$ cat config.mk
export PLATFORM = sky130hd
export DESIGN_NAME = windowed_watchdog_timer
export DESIGN_NICKNAME = d
export VERILOG_FILES = /design/src/wdt_pkg.sv /design/src/sync_tracker.sv /design/src/windowed_watchdog_timer.sv
export SDC_FILE = /design/constraint.sdc
export NUM_CORES = 1
export LEC_CHECK = 0
export BUFFER_PORTS_ARGS = -buffer_cell sky130_fd_sc_hd__buf_2
export CORE_MARGIN = 1
export CORE_UTILIZATION = 45
export DETAILED_ROUTE_END_ITERATION = 7
export PLACE_DENSITY = 0.75
export SYNTH_ARGS = -nofsm -noshare
export SYNTH_HDL_FRONTEND = slang
export SYNTH_HIERARCHICAL = 1
export SYNTH_SLANG_ARGS = --single-unit
$ cat constraint.sdc
create_clock -name core_clk -period 5.9 [get_ports core_clk]
set_clock_uncertainty 0.1 [all_clocks]
set_input_delay 0.295 -clock core_clk [delete_from_list [all_inputs] [get_ports core_clk]]
set_output_delay 0.295 -clock core_clk [all_outputs]
set_load 0.02 [all_outputs]
$ cat src/wdt_pkg.sv
package wdt_pkg;

   // Clock rates and the divider that makes the watchdog tick
   localparam int unsigned CORE_CLK_HZ      = 10_000_000;
   localparam int unsigned WDT_CLK_HZ       = 1024;
   localparam int unsigned TICK_DIV_DEFAULT = CORE_CLK_HZ / WDT_CLK_HZ;

   // Register offsets
   localparam logic [7:0] ADDR_CONTROL = 8'h00;
   localparam logic [7:0] ADDR_STATUS  = 8'h01;

   // Field positions
   localparam int PERIOD_LSB = 0;
   localparam int WINDOW_LSB = 4;
   localparam int LOCK_BIT   = 7;
   localparam int SYNC_BIT   = 0;

   // Values after reset
   localparam logic [7:0] CONTROL_RESET = 8'h00;
   localparam logic [7:0] RDATA_RESET   = 8'h00;

   // Period and window encoding
   localparam logic [3:0] CODE_OFF = 4'h0;
   localparam logic [3:0] CODE_MAX = 4'hB;

   // Counts
   localparam int         CNT_W           = 14;
   localparam logic [2:0] CCP_INSTR_LIMIT = 3'h4;
   localparam logic [1:0] SYNC_TICKS      = 2'h3;

   typedef enum logic [1:0] {ST_OFF, ST_CLOSED, ST_OPEN} wd_state_t;

   // Watchdog clock cycles for a period or window code, doubling per step from 8
   function automatic logic [CNT_W-1:0] code_cycles(input logic [3:0] code);
      logic [CNT_W-1:0] res;
      res = 14'h0000;
      if (code == CODE_OFF) begin
         res = 14'h0000;
      end else if (code > CODE_MAX) begin
         res = 14'h2000;
      end else begin
         res = 14'h0004 << code;
      end
      return res;
   endfunction

endpackage

$ cat src/sync_tracker.sv
`timescale 1ns/1ps
`default_nettype none

module sync_tracker
   import wdt_pkg::*;
#(
   parameter logic [1:0] TICKS = SYNC_TICKS
) (
   input  wire logic core_clk,
   input  wire logic rst,
   input  wire logic start,
   input  wire logic tick,
   output logic      busy,
   output logic      done
);

   logic       busy_q;
   logic       done_q;
   logic [1:0] cnt_q;
   wire        last_tick = busy_q && tick && (cnt_q == TICKS - 2'h1);

   // A start while busy is dropped; the callers already hold start low while busy
   always_ff @(posedge core_clk or posedge rst) begin
      if (rst) begin
         busy_q <= 1'b0;
         cnt_q  <= 2'h0;
         done_q <= 1'b0;
      end else begin
         done_q <= last_tick;
         if (!busy_q && start) begin
            busy_q <= 1'b1;
            cnt_q  <= 2'h0;
         end else if (last_tick) begin
            busy_q <= 1'b0;
         end else if (busy_q && tick) begin
            cnt_q <= cnt_q + 2'h1;
         end
      end
   end

   assign busy = busy_q;
   assign done = done_q;

endmodule

`default_nettype wire

$ cat src/windowed_watchdog_timer.sv
// The implementer's own choice: the address-and-strobe port.
`timescale 1ns/1ps
`default_nettype none

module windowed_watchdog_timer
   import wdt_pkg::*;
#(
   parameter int unsigned TICK_DIV = TICK_DIV_DEFAULT
) (
   input  wire logic       core_clk,
   input  wire logic       rst,
   input  wire logic [7:0] reg_addr,
   input  wire logic [7:0] reg_wdata,
   input  wire logic       reg_wr,
   input  wire logic       reg_rd,
   output logic      [7:0] reg_rdata,
   input  wire logic       ccp_key_written,
   input  wire logic       instr_retired,
   input  wire logic       clear_instr,
   input  wire logic       debug_halt,
   input  wire logic [7:0] boot_config_fuse,
   output logic            sys_reset_req
);

   localparam int DIV_W = (TICK_DIV > 1) ? $clog2(TICK_DIV) : 1;

   ////////////////////////////////////////////////////////////////////////////
   // Watchdog tick

   logic [DIV_W-1:0] div_q;
   logic             tick_q;
   wire              div_wrap = (div_q == DIV_W'(TICK_DIV - 1));

   // The tick stands in for the low-power oscillator; it never depends on
   // anything the core does, so halting the core does not stop it
   always_ff @(posedge core_clk or posedge rst) begin
      if (rst) begin
         div_q  <= '0;
         tick_q <= 1'b0;
      end else begin
         div_q  <= div_wrap ? '0 : div_q + DIV_W'(1);
         tick_q <= div_wrap;
      end
   end

   ////////////////////////////////////////////////////////////////////////////
   // Key protection window

   logic [2:0] ccp_cnt_q;
   wire        ccp_open = (ccp_cnt_q != 3'h0);

   ////////////////////////////////////////////////////////////////////////////
   // Register state and decode

   logic [7:0] ctrl_q;
   logic       lock_q;
   logic       boot_q;
   logic [7:0] rdata_q;
   logic       ctrl_busy;
   logic       ctrl_done;

   wire sel_ctrl   = (reg_addr == ADDR_CONTROL);
   wire sel_status = (reg_addr == ADDR_STATUS);
   wire wr_ctrl    = reg_wr && sel_ctrl && ccp_open && !lock_q && !ctrl_busy;
   wire wr_status  = reg_wr && sel_status && ccp_open;
   wire lock_set   = wr_status && reg_wdata[LOCK_BIT];
   wire lock_clr   = wr_status && !reg_wdata[LOCK_BIT] && debug_halt;
   wire prot_wr    = wr_ctrl || wr_status;

   wire [3:0] fuse_period = boot_config_fuse[PERIOD_LSB +: 4];
   wire       ctrl_start  = wr_ctrl || boot_q;

   wire [7:0] status_word = {lock_q, 6'h00, ctrl_busy};
   wire [7:0] rdata_sel   = sel_ctrl   ? ctrl_q      :
                            sel_status ? status_word : 8'h00;

   // Key opens a window of four instructions; one protected write uses it up
   always_ff @(posedge core_clk or posedge rst) begin
      if (rst) begin
         ccp_cnt_q <= 3'h0;
      end else if (ccp_key_written) begin
         ccp_cnt_q <= CCP_INSTR_LIMIT;
      end else if (prot_wr) begin
         ccp_cnt_q <= 3'h0;
      end else if (ccp_open && instr_retired) begin
         ccp_cnt_q <= ccp_cnt_q - 3'h1;
      end
   end

   // Fuse value is taken in the first cycle after reset, never under reset
   always_ff @(posedge core_clk or posedge rst) begin
      if (rst) begin
         boot_q <= 1'b1;
         ctrl_q <= CONTROL_RESET;
      end else begin
         boot_q <= 1'b0;
         if (boot_q) begin
            ctrl_q <= boot_config_fuse;
         end else if (wr_ctrl) begin
            ctrl_q <= reg_wdata;
         end
      end
   end

   always_ff @(posedge core_clk or posedge rst) begin
      if (rst) begin
         lock_q <= 1'b0;
      end else if (boot_q && fuse_period != CODE_OFF) begin
         lock_q <= 1'b1;
      end else if (lock_set) begin
         lock_q <= 1'b1;
      end else if (lock_clr) begin
         lock_q <= 1'b0;
      end
   end

   always_ff @(posedge core_clk or posedge rst) begin
      if (rst) begin
         rdata_q <= RDATA_RESET;
      end else if (reg_rd) begin
         rdata_q <= rdata_sel;
      end else begin
         rdata_q <= RDATA_RESET;
      end
   end

   ////////////////////////////////////////////////////////////////////////////
   // Crossing trackers

   logic clear_busy;
   logic clear_done;
   wire  clear_start = clear_instr && !debug_halt && !clear_busy;

   sync_tracker #(.TICKS(SYNC_TICKS)) ctrl_sync (
      .core_clk (core_clk),
      .rst      (rst),
      .start    (ctrl_start),
      .tick     (tick_q),
      .busy     (ctrl_busy),
      .done     (ctrl_done)
   );

   sync_tracker #(.TICKS(SYNC_TICKS)) clear_sync (
      .core_clk (core_clk),
      .rst      (rst),
      .start    (clear_start),
      .tick     (tick_q),
      .busy     (clear_busy),
      .done     (clear_done)
   );

   ////////////////////////////////////////////////////////////////////////////
   // Watchdog counter

   logic [7:0]       act_q;
   wd_state_t        state_q;
   wd_state_t        state_d;
   logic [CNT_W-1:0] cnt_q;
   logic [CNT_W-1:0] cnt_d;
   logic             dbg_q;
   logic             rst_req_q;
   logic             violation;

   wire [3:0] act_period = act_q[PERIOD_LSB +: 4];
   wire [3:0] act_window = act_q[WINDOW_LSB +: 4];
   wire [3:0] new_period = ctrl_q[PERIOD_LSB +: 4];
   wire [3:0] new_window = ctrl_q[WINDOW_LSB +: 4];
   wire       window_on  = (act_window != CODE_OFF);

   wire [CNT_W-1:0] open_len   = code_cycles(act_period);
   wire [CNT_W-1:0] closed_len = code_cycles(act_window);
   wire             open_end   = (cnt_q == open_len - 14'h0001);
   wire             closed_end = (cnt_q == closed_len - 14'h0001);
   wire             dbg_exit   = dbg_q && !debug_halt;
   wire             win_enable = (new_window != CODE_OFF) && (act_window == CODE_OFF);

   // Priority: debug, new configuration, clear, then counting
   always_comb begin
      state_d   = state_q;
      cnt_d     = cnt_q;
      violation = 1'b0;
      if (debug_halt) begin
         cnt_d = '0;
      end else if (dbg_exit) begin
         // Closed period waits for the first clear
         state_d = (act_period != CODE_OFF) ? ST_OPEN : ST_OFF;
         cnt_d   = '0;
      end else if (ctrl_done) begin
         if (new_period == CODE_OFF) begin
            state_d = ST_OFF;
            cnt_d   = '0;
         end else if (state_q == ST_OFF || win_enable) begin
            state_d = ST_OPEN;
            cnt_d   = '0;
         end
      end else if (clear_done && state_q != ST_OFF) begin
         cnt_d = '0;
         if (state_q == ST_CLOSED) begin
            violation = 1'b1;
            state_d   = window_on ? ST_CLOSED : ST_OPEN;
         end else begin
            state_d = window_on ? ST_CLOSED : ST_OPEN;
         end
      end else if (tick_q) begin
         case (state_q)
            ST_CLOSED: begin
               cnt_d = closed_end ? '0 : cnt_q + 14'h0001;
               if (closed_end) begin
                  state_d = ST_OPEN;
               end
            end
            ST_OPEN: begin
               cnt_d = open_end ? '0 : cnt_q + 14'h0001;
               if (open_end) begin
                  violation = 1'b1;
                  state_d   = window_on ? ST_CLOSED : ST_OPEN;
               end
            end
            default: begin
               cnt_d = '0;
            end
         endcase
      end
   end

   always_ff @(posedge core_clk or posedge rst) begin
      if (rst) begin
         act_q   <= CONTROL_RESET;
         state_q <= ST_OFF;
         cnt_q   <= '0;
         dbg_q   <= 1'b0;
      end else begin
         state_q <= state_d;
         cnt_q   <= cnt_d;
         dbg_q   <= debug_halt;
         if (ctrl_done) begin
            act_q <= ctrl_q;
         end
      end
   end

   // Held until the next tick; a timeout pulse spans a whole watchdog cycle, a closed-window clear pulse one core cycle less
   always_ff @(posedge core_clk or posedge rst) begin
      if (rst) begin
         rst_req_q <= 1'b0;
      end else if (violation) begin
         rst_req_q <= 1'b1;
      end else if (tick_q) begin
         rst_req_q <= 1'b0;
      end
   end

   assign reg_rdata     = rdata_q;
   assign sys_reset_req = rst_req_q;

endmodule

`default_nettype wire

==> reports/metrics.cfg <==
[worst_setup_path]
cpLargestDelayFamily = compound AO/OA/AOI/OAI gates
critical_path_class = reg -> reg
critPathMostFrequentCell = mux2i_1
max_stage_delay_ps = 700
critPathMaxFanout = 19
critPathCaptureType = register
worstPathRequired_ps = 6070
critPathLaunch = act_q[2]
slowest_stage = dfrtp_1
arrival_ps = 3920
crit_chain = nor2_1 -> nand3b_1 -> ha_1 -> nor2b_1 -> mux2i_1 -> o2111ai_1 -> nor3_1 -> nand4_1 -> a221o_1 -> a21boi_2 -> mux2i_1
r2r_start = act_q[2]
worstSetupStartpointType = register
crit_buf_inv = 0

[clock_tree]
cts_tree = done
htree_levels = 3
cts_buffers = 9
clkLatencyLatePin_ps = 350
cts.clk_slew.worst_paths_ps = 80
cts_sinks = 70
root_buffer = clkbuf_8
clockBufferDepth = 2

[power_and_ir_drop]
p_comb_frac = 0.134
p_per_area_nw_per_um2 = 240.8
leakage_nw = 2.068
switching_share = 0.2697
pwr-share-seq = 0.444
intPower_uw = 849.0
totalPowerFinal_mw = 1.163
clock_power_share = 0.421
switchingPower_uw = 313.5
vdd_drop_max_uv = 189.3

[timing]
fmax_ghz = 0.2665
hold_viol = 0
maxSlewViolCount = 0
max_slew_margin = 0.2162
worstMarginPinSlew_ps = 1167
final.setup.tns_ps = 0
rsz0062_at_grt = no
post-route-min-period_ps = 3753
setup-violations-final = 0
period_share = 0.6361

[synth]
ys.flop_type = dfrtp_1
ys_async_sr_fraction = 1.000
seq_area_frac_synth = 0.4039
synth_top_family_by_area = simple AND/OR/NAND/NOR gates
synth_xor_area_frac = 0.04843
yosys_warnings = 6
syn_avg_cell_area_um2 = 8.822
netlist_area_um2 = 4340
synth_compound_area_frac = 0.1554
ys_ff_latch = 70
synth_cell_types = 63
synth_cells = 492
synth_fa_ha_area_frac = 0.03459
synthMuxAreaShare = 0.04526
synth_edf_count = 0
synthSimpleGateAreaFrac = 0.2470

[detailed_routing]
viasPerCell = 5.618
drc_errors = 0
via_count = 3652
drtAntennaViolNets = 0
routedWlPerCell_um = 14.56
drt_wl_total_um = 9464
drt_iter0_markers = 328
firstDrtPassIters = 7

[grt]
use_met3 = 0.03900
track_usage = 0.2100
grt_pass1_wl_um = 16690
antenna_found_initial = 0
grt_start_max_net_pins = 63
overflow = 0
grt-busiest-layer = met2
use_met1 = 0.2824
met2_usage = 0.3462
grt_pass1_vias = 3536

[placed_design]
placed_area_um2 = 4563
placement.io_buffers = 40
place_congestion = 0.8865
dp_hpwl_um = 6643
dp.cells = 633

[die]
core-area_um2 = 9284
io_pins = 41
die-area_um2 = 10040
die_w_um = 100.2
rows = 35
die_h_um = 100.2
initial_core_util = 0.4675

[worst_hold_path]
min_from = ccp_key_written
hold_class = in -> reg

[cells_and_area]
fill_cells = 891
final_util = 0.5199
drive_gt1_frac = 0.1516
multi_input_area_um2 = 2321
syn2layout_area_growth_pct = 11.21
instances_no_fill = 650
design_area_um2 = 4827
layout.nets = 560
register_area_um2 = 1753
insertedDiodeCount = 0

[run_status]
status = completed

[job]
max_cap_viol_count = 0

==> worst min-delay path, cell delays in order <==
cell	delay [ps]
buf_2	80
inv_1	30
o31ai_1	50
==> metrics by stage <==
step	setup slack (ps)	hold slack (ps)
final	2147	53.87
after global routing	1718	51.68
after CTS	2191	48.50
after detailed placement	2204	116.0
after global placement	2392	105.9
after floorplan	2838	-38.92
==> power by group through the flow <==
stage,Sequential (mW),Combinational [mW],Clock (mW)
detailed placement,0.526,0.155,0
floorplan,0.519,0.135,0
global route,0.519,0.180,0.516
global placement,0.524,0.150,0
CTS,0.516,0.156,0.496
finish,0.517,0.156,0.490
==> Yosys cell counts (all sizes together) (3+ instances only) <==
cell type | count | share of area
o21ai | 28 | 0.032
a32oi | 3 | 0.0061
xnor2 | 13 | 0.026
nand4b | 5 | 0.010
a211oi | 4 | 0.0069
mux2i | 14 | 0.032
nor4 | 7 | 0.012
nor2 | 37 | 0.032
o211ai | 8 | 0.014
buf | 19 | 0.028
ha | 12 | 0.035
nand4 | 6 | 0.0086
a21oi | 13 | 0.018
nand2 | 48 | 0.042
and3 | 14 | 0.021
or3 | 6 | 0.0098
clkbuf | 13 | 0.011
a31oi | 13 | 0.019
xor2 | 11 | 0.022
nand3b | 5 | 0.0086
and2 | 9 | 0.013
nand3 | 24 | 0.028
inv | 28 | 0.024
nand2b | 10 | 0.014
nor3 | 15 | 0.018
nor2b | 9 | 0.013
mux2 | 5 | 0.013
dfrtp | 69 | 0.40
o22ai | 6 | 0.0086
o41ai | 4 | 0.0081
o31ai | 3 | 0.0052
==> per-layer routing <==
metal / share of wire / vias to the layer above / wire [um]
li1: - / 1786 / -
met1: 0.46 / 1767 / 4338
met2: 0.48 / 88 / 4525
met3: 0.048 / 11 / 459
met4: 0.015 / 0 / 141
met5: 0 / - / 0
==> flip-flops by register name (all words and copies together), names as in the netlist <==
register and flops:
ctrl_sync/busy 1, clear_sync/cnt_q 2, clear_sync/done 1, lock_q 1, sys_reset_req 1, ctrl_sync/done 1
boot_q 1, state_q 2, ctrl_q 8, cnt_q 14, div_q 14, act_q 8
tick_q 1, ccp_cnt_q 3, clear_sync/busy 1, reg_rdata 8, ctrl_sync/cnt_q 2, dbg_q 1
==> layout by cell type, fill, tap and decap left out, drive strengths merged, types with 7 or more instances in the layout <==
| cell | synthesis | routed |
|---|---|---|
| dfrtp | 69 | 69 |
| o21ai | 28 | 28 |
| a21oi | 13 | 13 |
| nor3 | 15 | 15 |
| nor2b | 9 | 9 |
| nor4 | 7 | 7 |
| o211ai | 8 | 8 |
| inv | 28 | 29 |
| nand3 | 24 | 24 |
| buf | 19 | 43 |
| nand2 | 48 | 48 |
| clkbuf | 13 | 10 |
| nand2b | 10 | 10 |
| xnor2 | 13 | 13 |
| and2 | 9 | 9 |
| xor2 | 11 | 11 |
| ha | 12 | 12 |
| mux2i | 14 | 14 |
| and3 | 14 | 14 |
| a31oi | 13 | 13 |
| nor2 | 37 | 37 |
==> what timing repair did <==
action	in CTS	in global routing
buffers inserted	0	0
resized for setup	0	0
hold endpoints to repair	8	0
hold buffers	1	0
==> logic make-up (layout without fill, tap and decap cells) <==
| group | after synthesis | after routing |
|---|---|---|
| simple gates | 204 | 204 |
| compound gates | 101 | 101 |
| flops | 70 | 70 |
| buf+inv | 60 | 88 |
| xor+xnor | 24 | 24 |
| mux | 19 | 19 |
| fa+ha+maj | 12 | 12 |
| other cells | 2 | 3 |
==> cell type report <==
cell class,count,share of cell area
well taps,129,0.03344
clock buffers,10,0.02851
inverters,28,0.02177
multi-input cells,363,0.4808
clock inverters,6,0.02411
repair buffers,44,0.04821
flip-flops and latches,70,0.3631
==> path summary, 6_finish.rpt <==
kind,slack (ps),depth (start not counted),end
max in group asynchronous,4570,4,cnt_q[9]
min in group asynchronous,290,3,ctrl_sync/busy
max,2150,11,state_q[1]
max reg2reg,2150,11,state_q[1]
min,50,3,ccp_cnt_q[2]
min reg2reg,370,1,clear_sync/cnt_q[0]
Power figures use the tool's default switching activity.
